### src/core/texture_block_decoder_pkg.sv
// Shared constants for the 4x4 compressed texture block decoder.
// Assumes a 32-bit AHB-Lite register bus with one word per register.
package texture_block_decoder_pkg;

    // Register byte offsets.
    localparam logic [7:0] CTRL_OFS = 8'h00;
    localparam logic [7:0] COORD_OFS = 8'h04;
    localparam logic [7:0] COLOUR_HI_OFS = 8'h08;
    localparam logic [7:0] COLOUR_LO_OFS = 8'h0c;
    localparam logic [7:0] ALPHA_HI_OFS = 8'h10;
    localparam logic [7:0] ALPHA_LO_OFS = 8'h14;
    localparam logic [7:0] PAIR_BASE_OFS = 8'h18;
    localparam logic [7:0] STATUS_OFS = 8'h1c;
    localparam logic [7:0] RESULT_OFS = 8'h20;

    // Control fields: start strobe, colour mode, sRGB tag.
    localparam int CTRL_START_BIT = 0;
    localparam int CTRL_MODE_LSB = 1;
    localparam int CTRL_SRGB_BIT = 3;
    localparam logic [1:0] CTRL_MODE_RESET = 2'h0;

    // Colour mode codes.
    localparam logic [1:0] MODE_SKEWED = 2'h0;
    localparam logic [1:0] MODE_SYMMETRIC = 2'h1;
    localparam logic [1:0] MODE_PLANAR = 2'h2;

    // Pair base register fields.
    localparam int PB_BASE1_MSB = 23;
    localparam int PB_BASE2_MSB = 11;
    localparam int PB_DIST_HI_LSB = 25;
    localparam int PB_DIST_LO_BIT = 24;

    // Colour pixel index: high bit at 16 + texel, low bit at texel.
    localparam int PIX_IDX_HI_BASE = 16;

    // Planar field positions in the colour word.
    localparam int PL_OR_MSB = 62;
    localparam int PL_OG1_BIT = 56;
    localparam int PL_OG2_MSB = 54;
    localparam int PL_OB1_BIT = 48;
    localparam int PL_OB2_MSB = 44;
    localparam int PL_OB3_MSB = 41;
    localparam int PL_HR1_MSB = 38;
    localparam int PL_HR2_BIT = 32;
    localparam int PL_HG_MSB = 31;
    localparam int PL_HB_MSB = 24;
    localparam int PL_VR_MSB = 18;
    localparam int PL_VG_MSB = 12;
    localparam int PL_VB_MSB = 5;

    // Alpha word fields.
    localparam int AL_BASE_MSB = 63;
    localparam int AL_MULT_MSB = 55;
    localparam int AL_TAB_MSB = 51;
    localparam int AL_IDX_MSB = 47;

    // Distance table for both pair modes.
    localparam logic [7:0] DIST_TAB [8] = '{8'd3, 8'd6, 8'd11, 8'd16, 8'd23, 8'd32, 8'd41, 8'd64};

    // Alpha modifier tables, entry 0 leftmost.
    localparam logic signed [7:0] ALPHA_MOD_TAB [16][8] = '{
        '{-8'sd3, -8'sd6, -8'sd9, -8'sd15, 8'sd2, 8'sd5, 8'sd8, 8'sd14},
        '{-8'sd3, -8'sd7, -8'sd10, -8'sd13, 8'sd2, 8'sd6, 8'sd9, 8'sd12},
        '{-8'sd2, -8'sd5, -8'sd8, -8'sd13, 8'sd1, 8'sd4, 8'sd7, 8'sd12},
        '{-8'sd2, -8'sd4, -8'sd6, -8'sd13, 8'sd1, 8'sd3, 8'sd5, 8'sd12},
        '{-8'sd3, -8'sd6, -8'sd8, -8'sd12, 8'sd2, 8'sd5, 8'sd7, 8'sd11},
        '{-8'sd3, -8'sd7, -8'sd9, -8'sd11, 8'sd2, 8'sd6, 8'sd8, 8'sd10},
        '{-8'sd4, -8'sd7, -8'sd8, -8'sd11, 8'sd3, 8'sd6, 8'sd7, 8'sd10},
        '{-8'sd3, -8'sd5, -8'sd8, -8'sd11, 8'sd2, 8'sd4, 8'sd7, 8'sd10},
        '{-8'sd2, -8'sd6, -8'sd8, -8'sd10, 8'sd1, 8'sd5, 8'sd7, 8'sd9},
        '{-8'sd2, -8'sd5, -8'sd8, -8'sd10, 8'sd1, 8'sd4, 8'sd7, 8'sd9},
        '{-8'sd2, -8'sd4, -8'sd8, -8'sd10, 8'sd1, 8'sd3, 8'sd7, 8'sd9},
        '{-8'sd2, -8'sd5, -8'sd7, -8'sd10, 8'sd1, 8'sd4, 8'sd6, 8'sd9},
        '{-8'sd3, -8'sd4, -8'sd7, -8'sd10, 8'sd2, 8'sd3, 8'sd6, 8'sd9},
        '{-8'sd1, -8'sd2, -8'sd3, -8'sd10, 8'sd0, 8'sd1, 8'sd2, 8'sd9},
        '{-8'sd4, -8'sd6, -8'sd8, -8'sd9, 8'sd3, 8'sd5, 8'sd7, 8'sd8},
        '{-8'sd3, -8'sd5, -8'sd7, -8'sd9, 8'sd2, 8'sd4, 8'sd6, 8'sd8}
    };

    // Saturates a signed intermediate to an 8-bit channel.
    function automatic logic [7:0] clamp_u8(input logic signed [12:0] v);
        logic [7:0] r;
        r = v[7:0];
        if (v < 13'sd0) begin
            r = 8'h00;
        end else if (v > 13'sd255) begin
            r = 8'hff;
        end
        return r;
    endfunction

endpackage

### src/core/alpha_if.sv
// Carries one alpha decode request and its answer between modules.
// Assumes both ends sit in the same clock domain; the path is combinational.
`timescale 1ns/1ns
`default_nettype none
interface alpha_if;
    logic [63:0] alpha_word; // Alpha half of the block.
    logic [3:0] texel_num; // Texel number, x * 4 + y.
    logic [7:0] alpha; // Decoded alpha.
    modport requester (output alpha_word, output texel_num, input alpha);
    modport decoder (input alpha_word, input texel_num, output alpha);
endinterface
`default_nettype wire

### src/core/alpha_texel_decoder.sv
// Combinational alpha decoder for one texel of a 64-bit alpha word.
// Assumes the caller registers the result.
`timescale 1ns/1ns
`default_nettype none
module alpha_texel_decoder
    import texture_block_decoder_pkg::*;
(
    alpha_if.decoder port_a // Request and answer.
);
    logic [7:0] base; // Alpha base value.
    logic [3:0] mult; // Multiplier.
    logic [3:0] tab; // Modifier table number.
    logic [47:0] idx_shifted; // Index field moved so the texel sits on top.
    logic [5:0] shift_amt; // Three bits per texel.
    logic [2:0] pix_idx; // Texel's 3-bit pixel index.
    logic signed [12:0] modifier; // Selected table entry, sign extended.
    logic signed [12:0] sum; // Base plus scaled modifier.

    // Field extraction, table lookup and saturation.
    always_comb begin
        base = port_a.alpha_word[AL_BASE_MSB -: 8];
        mult = port_a.alpha_word[AL_MULT_MSB -: 4];
        tab = port_a.alpha_word[AL_TAB_MSB -: 4];
        // Texel a sits on top, each later texel three bits lower.
        shift_amt = 6'({2'h0, port_a.texel_num} * 6'd3);
        idx_shifted = port_a.alpha_word[AL_IDX_MSB:0] << shift_amt;
        pix_idx = idx_shifted[47:45];
        modifier = 13'(ALPHA_MOD_TAB[tab][pix_idx]);
        // A zero multiplier simply zeroes the product, leaving the base.
        sum = $signed({5'h00, base}) + modifier * $signed({9'h000, mult});
        port_a.alpha = clamp_u8(sum);
    end
endmodule
`default_nettype wire

### src/core/texture_block_decoder.sv
// Texture block decoder: pair-colour modes, planar mode and alpha word.
// Assumes an AHB-Lite master on hclk; software loads a block, then starts.
//
// Operation
// Distance index selects hardwired distance table value.
// Skewed pair paints: base one, two plus/same/minus.
// Skewed pair paint channels saturate to 0..255.
// Symmetric index low bit compares packed base colours.
// Symmetric paints: base one and two, plus/minus.
// Symmetric pair paint channels saturate to 0..255.
// Texel picks paint by 2-bit pixel index.
// Planar takes origin, horizontal, vertical 676 colours.
// Split planar channels are concatenated piecewise.
// Six-bit planar channels widen by top-bit copy.
// Planar channel is rounded plane, shifted, saturated.
// Planar x follows u, y follows v.
// sRGB variant decodes to identical 8-bit values.
// Colour-plus-alpha block is alpha word plus colour word.
// Alpha base, multiplier, table fields at fixed bits.
// Sixteen 3-bit alpha indices, texel a topmost.
// Alpha equals base plus modifier times multiplier, saturated.
// Sixteen fixed alpha tables, eight signed entries.
// Zero multiplier yields the base value alone.
// Skewed index is high bits shifted, OR low bit.
// Pair base channels widen 4 to 8 bits.
// Results registered one cycle after accepted request.
// Requester holds inputs and waits for valid.
//
// Added by the designer: the register offsets and the AHB-Lite interface to the registers.
`timescale 1ns/1ns
`default_nettype none
module texture_block_decoder
    import texture_block_decoder_pkg::*;
(
    input wire logic hclk, // Bus and core clock.
    input wire logic hresetn, // Asynchronous reset, active low.
    input wire logic hsel, // Slave select.
    input wire logic [31:0] haddr, // Byte address.
    input wire logic [1:0] htrans, // Transfer type.
    input wire logic hwrite, // Write when high.
    input wire logic [2:0] hsize, // Transfer size.
    input wire logic [31:0] hwdata, // Write data.
    input wire logic hready, // Bus ready.
    output logic [31:0] hrdata, // Read data, registered.
    output logic hreadyout, // Always ready.
    output logic hresp, // Always OKAY.
    output logic [7:0] texel_red, // Decoded red.
    output logic [7:0] texel_green, // Decoded green.
    output logic [7:0] texel_blue, // Decoded blue.
    output logic [7:0] texel_alpha, // Decoded alpha.
    output logic texel_valid // Result valid.
);
    // Bus pipeline state.
    logic dp_write; // Word write in its data phase.
    logic [7:0] dp_addr; // Its address.
    logic next_dp_write;
    logic [7:0] next_dp_addr;
    logic [31:0] next_hrdata; // Read data for the data phase.
    logic ap_valid; // Address phase taken.

    // Software visible configuration, then next values.
    logic [1:0] mode; // Colour mode code.
    logic srgb; // sRGB tag, stored only.
    logic [1:0] coord_x; // Texel column, u direction.
    logic [1:0] coord_y; // Texel row, v direction.
    logic [63:0] colour_word; // Colour half of the block.
    logic [63:0] alpha_word; // Alpha half of the block.
    logic [26:0] pair_base; // Pair-mode base colours and distance bits.
    logic req; // Decode request pending for one cycle.
    logic [1:0] next_mode;
    logic next_srgb;
    logic [1:0] next_coord_x;
    logic [1:0] next_coord_y;
    logic [63:0] next_colour_word;
    logic [63:0] next_alpha_word;
    logic [26:0] next_pair_base;
    logic next_req;

    // Next result values.
    logic [7:0] next_red;
    logic [7:0] next_green;
    logic [7:0] next_blue;
    logic [7:0] next_alpha;
    logic next_valid;

    // Datapath signals.
    logic [3:0] texel_num; // Texel number, column-major as a..p.
    logic [1:0] pix_idx; // Colour pixel index of this texel.
    logic [1:0] dist_hi_bits; // High distance field.
    logic dist_lo_bit; // Low distance bit.
    logic [7:0] base1 [3]; // Base colour one, widened.
    logic [7:0] base2 [3]; // Base colour two, widened.
    logic [7:0] origin [3]; // Planar origin per channel.
    logic [7:0] horiz [3]; // Planar horizontal per channel.
    logic [7:0] vert [3]; // Planar vertical per channel.
    logic [7:0] chan [3]; // Decoded colour per channel.
    logic base1_ge_base2; // Packed base one at least base two.
    logic [2:0] dist_idx; // Distance table index.
    logic [7:0] distance; // Selected distance.
    logic [5:0] origin_red; // Planar origin red.
    logic [6:0] origin_green; // Planar origin green.
    logic [5:0] origin_blue; // Planar origin blue.
    logic origin_blue_piece_one; // Top bit of origin blue.
    logic [5:0] horizontal_red;
    logic [6:0] horizontal_green;
    logic [5:0] horizontal_blue;
    logic [5:0] vertical_red;
    logic [6:0] vertical_green;
    logic [5:0] vertical_blue;
    logic [7:0] alpha_dec; // Alpha from the alpha decoder.

    alpha_if alpha_link (); // Link to the alpha decoder.

    // The alpha word always goes through the same path.
    assign alpha_link.alpha_word = alpha_word;
    assign alpha_link.texel_num = texel_num;
    assign alpha_dec = alpha_link.alpha;

    alpha_texel_decoder u_alpha (
        .port_a(alpha_link.decoder)
    );

    // Zero wait states and no error responses keep the master simple.
    assign hreadyout = 1'b1;
    assign hresp = 1'b0;
    assign ap_valid = hsel & hready & htrans[1];

    // Column-major numbering: texel a is (0,0), b is (0,1), e is (1,0).
    assign texel_num = {coord_x, coord_y};
    // Pixel index bits sit at 16 + n and n of the colour word.
    assign pix_idx = {colour_word[PIX_IDX_HI_BASE + 32'(texel_num)], colour_word[texel_num]};
    assign dist_hi_bits = pair_base[PB_DIST_HI_LSB +: 2];
    assign dist_lo_bit = pair_base[PB_DIST_LO_BIT];

    // Packed R<<16 + G<<8 + B compares as a plain 24-bit concatenation.
    assign base1_ge_base2 = {base1[0], base1[1], base1[2]} >= {base2[0], base2[1], base2[2]};

    // Distance index per mode; symmetric mode reads only the low bit of the high field.
    always_comb begin
        if (mode == MODE_SYMMETRIC) begin
            dist_idx = {dist_hi_bits[0], dist_lo_bit, base1_ge_base2};
        end else begin
            dist_idx = {dist_hi_bits, dist_lo_bit};
        end
    end
    assign distance = DIST_TAB[dist_idx];

    // Planar fields, split channels joined top piece first.
    assign origin_red = colour_word[PL_OR_MSB -: 6];
    assign origin_green = {colour_word[PL_OG1_BIT], colour_word[PL_OG2_MSB -: 6]};
    assign origin_blue_piece_one = colour_word[PL_OB1_BIT];
    assign origin_blue = {origin_blue_piece_one, colour_word[PL_OB2_MSB -: 2], colour_word[PL_OB3_MSB -: 3]};
    assign horizontal_red = {colour_word[PL_HR1_MSB -: 5], colour_word[PL_HR2_BIT]};
    assign horizontal_green = colour_word[PL_HG_MSB -: 7];
    assign horizontal_blue = colour_word[PL_HB_MSB -: 6];
    assign vertical_red = colour_word[PL_VR_MSB -: 6];
    assign vertical_green = colour_word[PL_VG_MSB -: 7];
    assign vertical_blue = colour_word[PL_VB_MSB -: 6];

    // Widening: six-bit channels copy two top bits, green copies one.
    assign origin[0] = {origin_red, origin_red[5:4]};
    assign origin[1] = {origin_green, origin_green[6]};
    assign origin[2] = {origin_blue, origin_blue[5:4]};
    assign horiz[0] = {horizontal_red, horizontal_red[5:4]};
    assign horiz[1] = {horizontal_green, horizontal_green[6]};
    assign horiz[2] = {horizontal_blue, horizontal_blue[5:4]};
    assign vert[0] = {vertical_red, vertical_red[5:4]};
    assign vert[1] = {vertical_green, vertical_green[6]};
    assign vert[2] = {vertical_blue, vertical_blue[5:4]};

    // One decode lane per colour channel; 0 red, 1 green, 2 blue.
    for (genvar c = 0; c < 3; c++) begin : g_chan
        logic [3:0] nib1; // Base one nibble.
        logic [3:0] nib2; // Base two nibble.
        logic signed [12:0] b1s;
        logic signed [12:0] b2s;
        logic signed [12:0] ds;
        logic signed [12:0] os;
        logic signed [12:0] hs;
        logic signed [12:0] vs;
        logic signed [12:0] xs;
        logic signed [12:0] ys;
        logic signed [12:0] acc; // Planar sum before the shift.
        logic [7:0] paint [4]; // Paint colours of this channel.
        logic [7:0] planar; // Planar result.

        assign nib1 = pair_base[PB_BASE1_MSB - 4 * c -: 4];
        assign nib2 = pair_base[PB_BASE2_MSB - 4 * c -: 4];
        assign base1[c] = {nib1, nib1};
        assign base2[c] = {nib2, nib2};
        assign b1s = $signed({5'h00, base1[c]});
        assign b2s = $signed({5'h00, base2[c]});
        assign ds = $signed({5'h00, distance});
        assign os = $signed({5'h00, origin[c]});
        assign hs = $signed({5'h00, horiz[c]});
        assign vs = $signed({5'h00, vert[c]});
        assign xs = $signed({11'h000, coord_x});
        assign ys = $signed({11'h000, coord_y});

        // Rounding bias of 2 makes ties go upward before the shift.
        assign acc = xs * (hs - os) + ys * (vs - os) + (os <<< 2) + 13'sd2;
        assign planar = clamp_u8(acc >>> 2);

        // Paint colours per pair mode, each sum saturated.
        always_comb begin
            if (mode == MODE_SYMMETRIC) begin
                paint[0] = clamp_u8(b1s + ds);
                paint[1] = clamp_u8(b1s - ds);
                paint[2] = clamp_u8(b2s + ds);
                paint[3] = clamp_u8(b2s - ds);
            end else begin
                paint[0] = base1[c];
                paint[1] = clamp_u8(b2s + ds);
                paint[2] = base2[c];
                paint[3] = clamp_u8(b2s - ds);
            end
        end

        // The sRGB tag plays no part here; conversion lives downstream.
        assign chan[c] = (mode == MODE_PLANAR) ? planar : paint[pix_idx];
    end

    // Next values for the bus pipeline and configuration registers.
    always_comb begin
        next_dp_write = ap_valid & hwrite & (hsize == 3'h2);
        next_dp_addr = haddr[7:0];
        next_hrdata = 32'h0000_0000;
        next_mode = mode;
        next_srgb = srgb;
        next_coord_x = coord_x;
        next_coord_y = coord_y;
        next_colour_word = colour_word;
        next_alpha_word = alpha_word;
        next_pair_base = pair_base;
        next_req = 1'b0;
        // Reads are answered from the address phase so hrdata is a flop.
        if (ap_valid && !hwrite) begin
            case (haddr[7:0])
                CTRL_OFS: next_hrdata = 32'({srgb, mode, 1'b0});
                COORD_OFS: next_hrdata = 32'({coord_y, coord_x});
                COLOUR_HI_OFS: next_hrdata = colour_word[63:32];
                COLOUR_LO_OFS: next_hrdata = colour_word[31:0];
                ALPHA_HI_OFS: next_hrdata = alpha_word[63:32];
                ALPHA_LO_OFS: next_hrdata = alpha_word[31:0];
                PAIR_BASE_OFS: next_hrdata = 32'(pair_base);
                STATUS_OFS: next_hrdata = 32'({req, texel_valid});
                RESULT_OFS: next_hrdata = {texel_red, texel_green, texel_blue, texel_alpha};
                default: next_hrdata = 32'h0000_0000; // Unmapped reads return zero.
            endcase
        end
        // Writes land at the end of their data phase.
        if (dp_write) begin
            case (dp_addr)
                CTRL_OFS: begin
                    next_mode = hwdata[CTRL_MODE_LSB +: 2];
                    next_srgb = hwdata[CTRL_SRGB_BIT];
                    next_req = hwdata[CTRL_START_BIT];
                end
                COORD_OFS: begin
                    next_coord_x = hwdata[1:0];
                    next_coord_y = hwdata[3:2];
                end
                COLOUR_HI_OFS: begin
                    next_colour_word[63:32] = hwdata;
                end
                COLOUR_LO_OFS: begin
                    next_colour_word[31:0] = hwdata;
                end
                ALPHA_HI_OFS: begin
                    next_alpha_word[63:32] = hwdata;
                end
                ALPHA_LO_OFS: begin
                    next_alpha_word[31:0] = hwdata;
                end
                PAIR_BASE_OFS: begin
                    next_pair_base = hwdata[26:0];
                end
                default: next_req = 1'b0; // Writes elsewhere are dropped.
            endcase
        end
    end

    // Registers for the bus pipeline and configuration.
    always_ff @(posedge hclk or negedge hresetn) begin
        if (!hresetn) begin
            dp_write <= 1'b0;
            dp_addr <= 8'h00;
            hrdata <= 32'h0000_0000;
            mode <= CTRL_MODE_RESET;
            srgb <= 1'b0;
            coord_x <= 2'h0;
            coord_y <= 2'h0;
            colour_word <= 64'h0;
            alpha_word <= 64'h0;
            pair_base <= 27'h0;
            req <= 1'b0;
        end else begin
            dp_write <= next_dp_write;
            dp_addr <= next_dp_addr;
            hrdata <= next_hrdata;
            mode <= next_mode;
            srgb <= next_srgb;
            coord_x <= next_coord_x;
            coord_y <= next_coord_y;
            colour_word <= next_colour_word;
            alpha_word <= next_alpha_word;
            pair_base <= next_pair_base;
            req <= next_req;
        end
    end

    // Result capture: a request is decoded and latched one cycle later.
    // A new start clears valid, but a latch in the same cycle wins.
    always_comb begin
        next_red = texel_red;
        next_green = texel_green;
        next_blue = texel_blue;
        next_alpha = texel_alpha;
        next_valid = texel_valid;
        if (req) begin
            next_red = chan[0];
            next_green = chan[1];
            next_blue = chan[2];
            next_alpha = alpha_dec;
            next_valid = 1'b1;
        end else if (dp_write && dp_addr == CTRL_OFS && hwdata[CTRL_START_BIT]) begin
            next_valid = 1'b0; // Inputs may change now; old result is stale.
        end
    end

    // Result registers.
    always_ff @(posedge hclk or negedge hresetn) begin
        if (!hresetn) begin
            texel_red <= 8'h00;
            texel_green <= 8'h00;
            texel_blue <= 8'h00;
            texel_alpha <= 8'h00;
            texel_valid <= 1'b0;
        end else begin
            texel_red <= next_red;
            texel_green <= next_green;
            texel_blue <= next_blue;
            texel_alpha <= next_alpha;
            texel_valid <= next_valid;
        end
    end
endmodule
`default_nettype wire

### config.mk
export PLATFORM = sky130hd
export DESIGN_NAME = texture_block_decoder
export DESIGN_NICKNAME = d
export VERILOG_FILES = /design/src/core/texture_block_decoder_pkg.sv /design/src/core/alpha_if.sv /design/src/core/alpha_texel_decoder.sv /design/src/core/texture_block_decoder.sv
export SDC_FILE = /design/constraint.sdc
export NUM_CORES = 1
export LEC_CHECK = 0
export BUFFER_PORTS_ARGS = -buffer_cell sky130_fd_sc_hd__buf_2
export CAP_MARGIN = 10
export CORE_AREA = 2 2 268 243
export CTS_CLUSTER_SIZE = 25
export DETAILED_ROUTE_END_ITERATION = 10
export DIE_AREA = 0 0 270 245
export GPL_TIMING_DRIVEN = 0
export PLACE_DENSITY_LB_ADDON = 0.12
export SKIP_CTS_REPAIR_TIMING = 1
export SYNTH_ARGS = -nofsm -noshare
export SYNTH_HDL_FRONTEND = slang
export SYNTH_HIERARCHICAL = 1
export SYNTH_SLANG_ARGS = --single-unit
### constraint.sdc
create_clock -name hclk -period 8.9 [get_ports hclk]
set_input_delay 1.335 -clock hclk [delete_from_list [all_inputs] [get_ports hclk]]
set_output_delay 1.335 -clock hclk [all_outputs]
set_load 0.01 [all_outputs]
==> out/metrics.csv <==
stage;metric;value;unit
timing;minimum clock period;8.63;ns
outcome;status;finished, final reports clean;
timing;RSZ-0062 raised after global routing;false;
cts;worst skew pair latency;0.57;ns
logic_synthesis;Ys Warns;6;
timing;Relative slew margins;18.6;%
logic_synthesis;post-synthesis mux area share;12.8;%
global_routing;met1 usage;45.5;%
route;Final ANT Viol Nets;0;
placement;Cell Area, Placed;27500;sq um
logic_synthesis;top cells by area, synth;dfrtp_1, ha_1, fa_1, mux2_2, inv_1;
floorplanning;Core ar.;63500;sq um
timing;Final Skew;0.0112;ns
worst_setup_path;crit-path max FO;18;
timing;fin. max-slew vios;0;
cts;Num Clock Sinks;237;
global_routing;initial antenna violation count;4;
logic_synthesis;flops & latches, synth;237;
logic_synthesis;post-synthesis cell type count;102;
placement;number of buffers added on ports;113;
route;post-DR wirelength/cell;28.3;um
worst_setup_path;Crit Path Category;reg -> reg;
logic_synthesis;largest family of logic cells by synthesized area;adder cells;
global_routing;met2 Track Usage GR;49.5;%
cts;CTS tree;done;
floorplanning;Die Width;270;um
global_routing;GR Util All Layers;31.9;%
logic_synthesis;synthesized cell area;25800;sq um
logic_synthesis;XOR/XNOR share of the synthesized area;3.26;%
route;Remaining DRCs;0;
placement;HPWL after DPL;87300;um
layout;post-layout util;44.8;%
logic_synthesis;Avg Cell Area, Syn;9.30;sq um
placement;gpl congestion;0.989;
route;Initial DRT Pass Iterations;8;
timing;worst slew pin tran;1.22;ns
cts;clock buffer count from CTS;27;
timing;Setup TNS Final;0;ns
logic_synthesis;Seq/Total Area, Yosys;23.0;%
logic_synthesis;Compound-Gate Fraction of Synth Area;18.6;%
worst_setup_path;Critical Path RT;9.40;ns
floorplanning;floorplan row count;88;
global_routing;number of global-route vias before repair;22600;
floorplanning;Initial Util;40.6;%
pwr;leakage;0.0133;uW
layout;# fillers;6259;
logic_synthesis;post-synthesis cell count;2773;
timing;final hold vios;0;
floorplanning;Die Span Y;245;um
logic_synthesis;Adder-Cell Fraction of Synth Area;22.9;%
layout;Final #Nets;3393;
timing;final setup margin;0.269;ns
global_routing;first-pass GRT wire length;155000;um
worst_setup_path;CP arrival;9.13;ns
global_routing;largest net degree at the start of global routing;117;
cts;clk slew on worst S/H paths;0.06;ns
global_routing;GR Util met3;6.37;%
layout;fraction of layout cells with a size suffix above 1;14.6;%
global_routing;GR peak layer;met2;
hold_path;Min-Delay Path Class;reg -> reg;
global_routing;total gr overflow;0;
flow_run;Max Cap Viol;0;
layout;area growth from synthesis to layout;10.4;%
layout;final instance area;28500;sq um
placement;Setup WS pre-CTS;0.610;ns
timing;Fmax;116;MHz
pwr;pwr dens;116;nW/um^2
worst_setup_path;CP Launch Type;flip-flop;
logic_synthesis;Async S/R FF share, synth;100;%
logic_synthesis;post-synthesis simple-gate area fraction;12.8;%
logic_synthesis;Synth top area share;23.0;%
cts;CTS H-Tree Depth;1;
logic_synthesis;synthesized net count;3248;
cts;clock buffer depth;3;
logic_synthesis;most used flip-flop cell after synthesis;dfrtp_1;
worst_setup_path;Worst Setup End Kind;flip-flop;
floorplanning;Die ar.;66200;sq um
route;final WL;107000;um
floorplanning;# IOs;141;
route;initial drt markers;2425;
logic_synthesis;Post-synth EDFFs;0;
logic_synthesis;Synth area leader;dfrtp_1;
route;Via Count;23100;
timing;fin crit share;97.0;%
timing;Final setup viols;0;
cts;root buf cell;clkbuf_16;
route;vias per inst;6.09;
pwr;peak supply drop;0.151;mV
## sequential cells by signal, summed over array words and instances, names as in the netlist
name and cells:
pair_base 27, dp_write 1, dp_addr 8, srgb 1, alpha_link.alpha_word 64, texel_blue 8
texel_red 8, coord_y 2, texel_valid 1, colour_word 64, req 1, texel_alpha 8
coord_x 2, texel_green 8, hrdata 32, mode 2
## cell type report
cell class	count	area (sq um)	share of cell area (%)
antenna	1	2.50	0.00879
timing repair buffer	116	642	2.26
clock inverter	16	224	0.787
buffer	130	606	2.13
clock buffer	32	734	2.58
multi-input combinational	2119	18200	63.9
sequential	237	5930	20.8
tap	855	1070	3.76
inverter	287	1080	3.79
## report_power, final
group / internal (uW) / switching (uW) / total (uW)
sequential: 1100 / 57.2 / 1160
clock: 734 / 493 / 1230
combinational: 353 / 575 / 928
## per-layer routing
layer	vias up	part of all wire, %
met2	1064	44
met1	11700	45
met5	-	0
met4	0	2.7
li1	10200	-
met3	132	8.7
## per-stage QoR
stage                     hold slack [ns]  instances  total power (uW)
after detailed placement            0.495       3744              2090
after floorplan                     0.480       2773              1770
after CTS                           0.508       3792              3310
final                               0.510       3793              3310
after global routing                0.530       3792              3450
after global placement              0.488       3741              2070
## kinds of logic after synthesis
| family | Yosys count |
|---|---|
| other | 2 |
| AO/OA/AOI/OAI | 710 |
| AND/OR/NAND/NOR | 655 |
| flip-flops | 237 |
| buffers and inverters | 417 |
| adder cells (fa/ha/maj) | 401 |
| multiplexers | 256 |
| XOR/XNOR | 95 |
## synthesized netlist by cell type, types with 19 or more instances
cell type,number
mux2i_1,69
o211ai_1,21
clkbuf_1,83
and2_1,76
nor3_1,48
nor2b_1,51
a221oi_1,19
ha_1,282
xnor2_1,53
or3_1,21
a21o_1,39
fa_1,119
o21ai_0,152
nand2b_1,58
dfrtp_1,237
a21oi_1,169
a31oi_1,23
xor2_1,41
nor2_1,163
a22oi_1,19
inv_1,284
nand3_1,26
a211oi_1,24
mux2_2,141
nand2_1,143
mux4_2,44
buf_2,23
o21a_1,23
## worst paths after layout
| kind | startpoint | end | slack, ns | depth (start not counted) |
|---|---|---|---|---|
| max in group asynchronous | hresetn | texel_valid$_DFFE_PN0P_ | 7.48 | 2 |
| worst min register to register | colour_word[55]$_DFFE_PN0P_ | colour_word[55]$_DFFE_PN0P_ | 0.51 | 1 |
| worst min-delay path | colour_word[55]$_DFFE_PN0P_ | colour_word[55]$_DFFE_PN0P_ | 0.51 | 1 |
| min in group asynchronous | hresetn | pair_base[19]$_DFFE_PN0P_ | 0.57 | 1 |
| worst max register to register | mode[0]$_DFFE_PN0P_ | texel_green[0]$_DFFE_PN0P_ | 0.27 | 20 |
| worst max-delay path | mode[0]$_DFFE_PN0P_ | texel_green[0]$_DFFE_PN0P_ | 0.27 | 20 |
## placed cells by master, fill, tap and decap left out, types with 23 or more instances in the layout
cell type  Yosys  final
inv_1        284    284
ha_1         282    282
dfrtp_1      237    237
a21oi_1      169    169
nor2_1       163    163
o21ai_0      152    152
nand2_1      143    143
mux2_2       141    141
buf_2         23    135
fa_1         119    119
clkbuf_1      83     84
and2_1        76     76
mux2i_1       69     68
nand2b_1      58     58
xnor2_1       53     52
nor2b_1       51     51
nor3_1        48     48
mux4_2        44     44
xor2_1        41     41
a21o_1        39     39
clkbuf_16      0     27
nand3_1       26     26
a211oi_1      24     24
a31oi_1       23     23
o21a_1        23     23
## critical path: stages, from the launching register on
cell	delay, ns
dfrtp_1	0.32
clkbuf_1	0.42
nand2_1	0.48
clkbuf_1	0.47
clkbuf_1	0.52
a2111oi_0	0.47
or3_1	0.18
o31a_1	0.93
ha_1	0.27
nor2b_1	0.22
a21o_1	0.57
inv_1	0.75
fa_1	0.68
nor2b_1	0.16
o31ai_1	0.13
a221oi_1	0.59
a21oi_1	0.30
a211o_1	0.38
o21ai_0	0.26
a221o_1	0.28
o22a_1	0.12
Note: power is estimated with default switching activity, not from simulation.
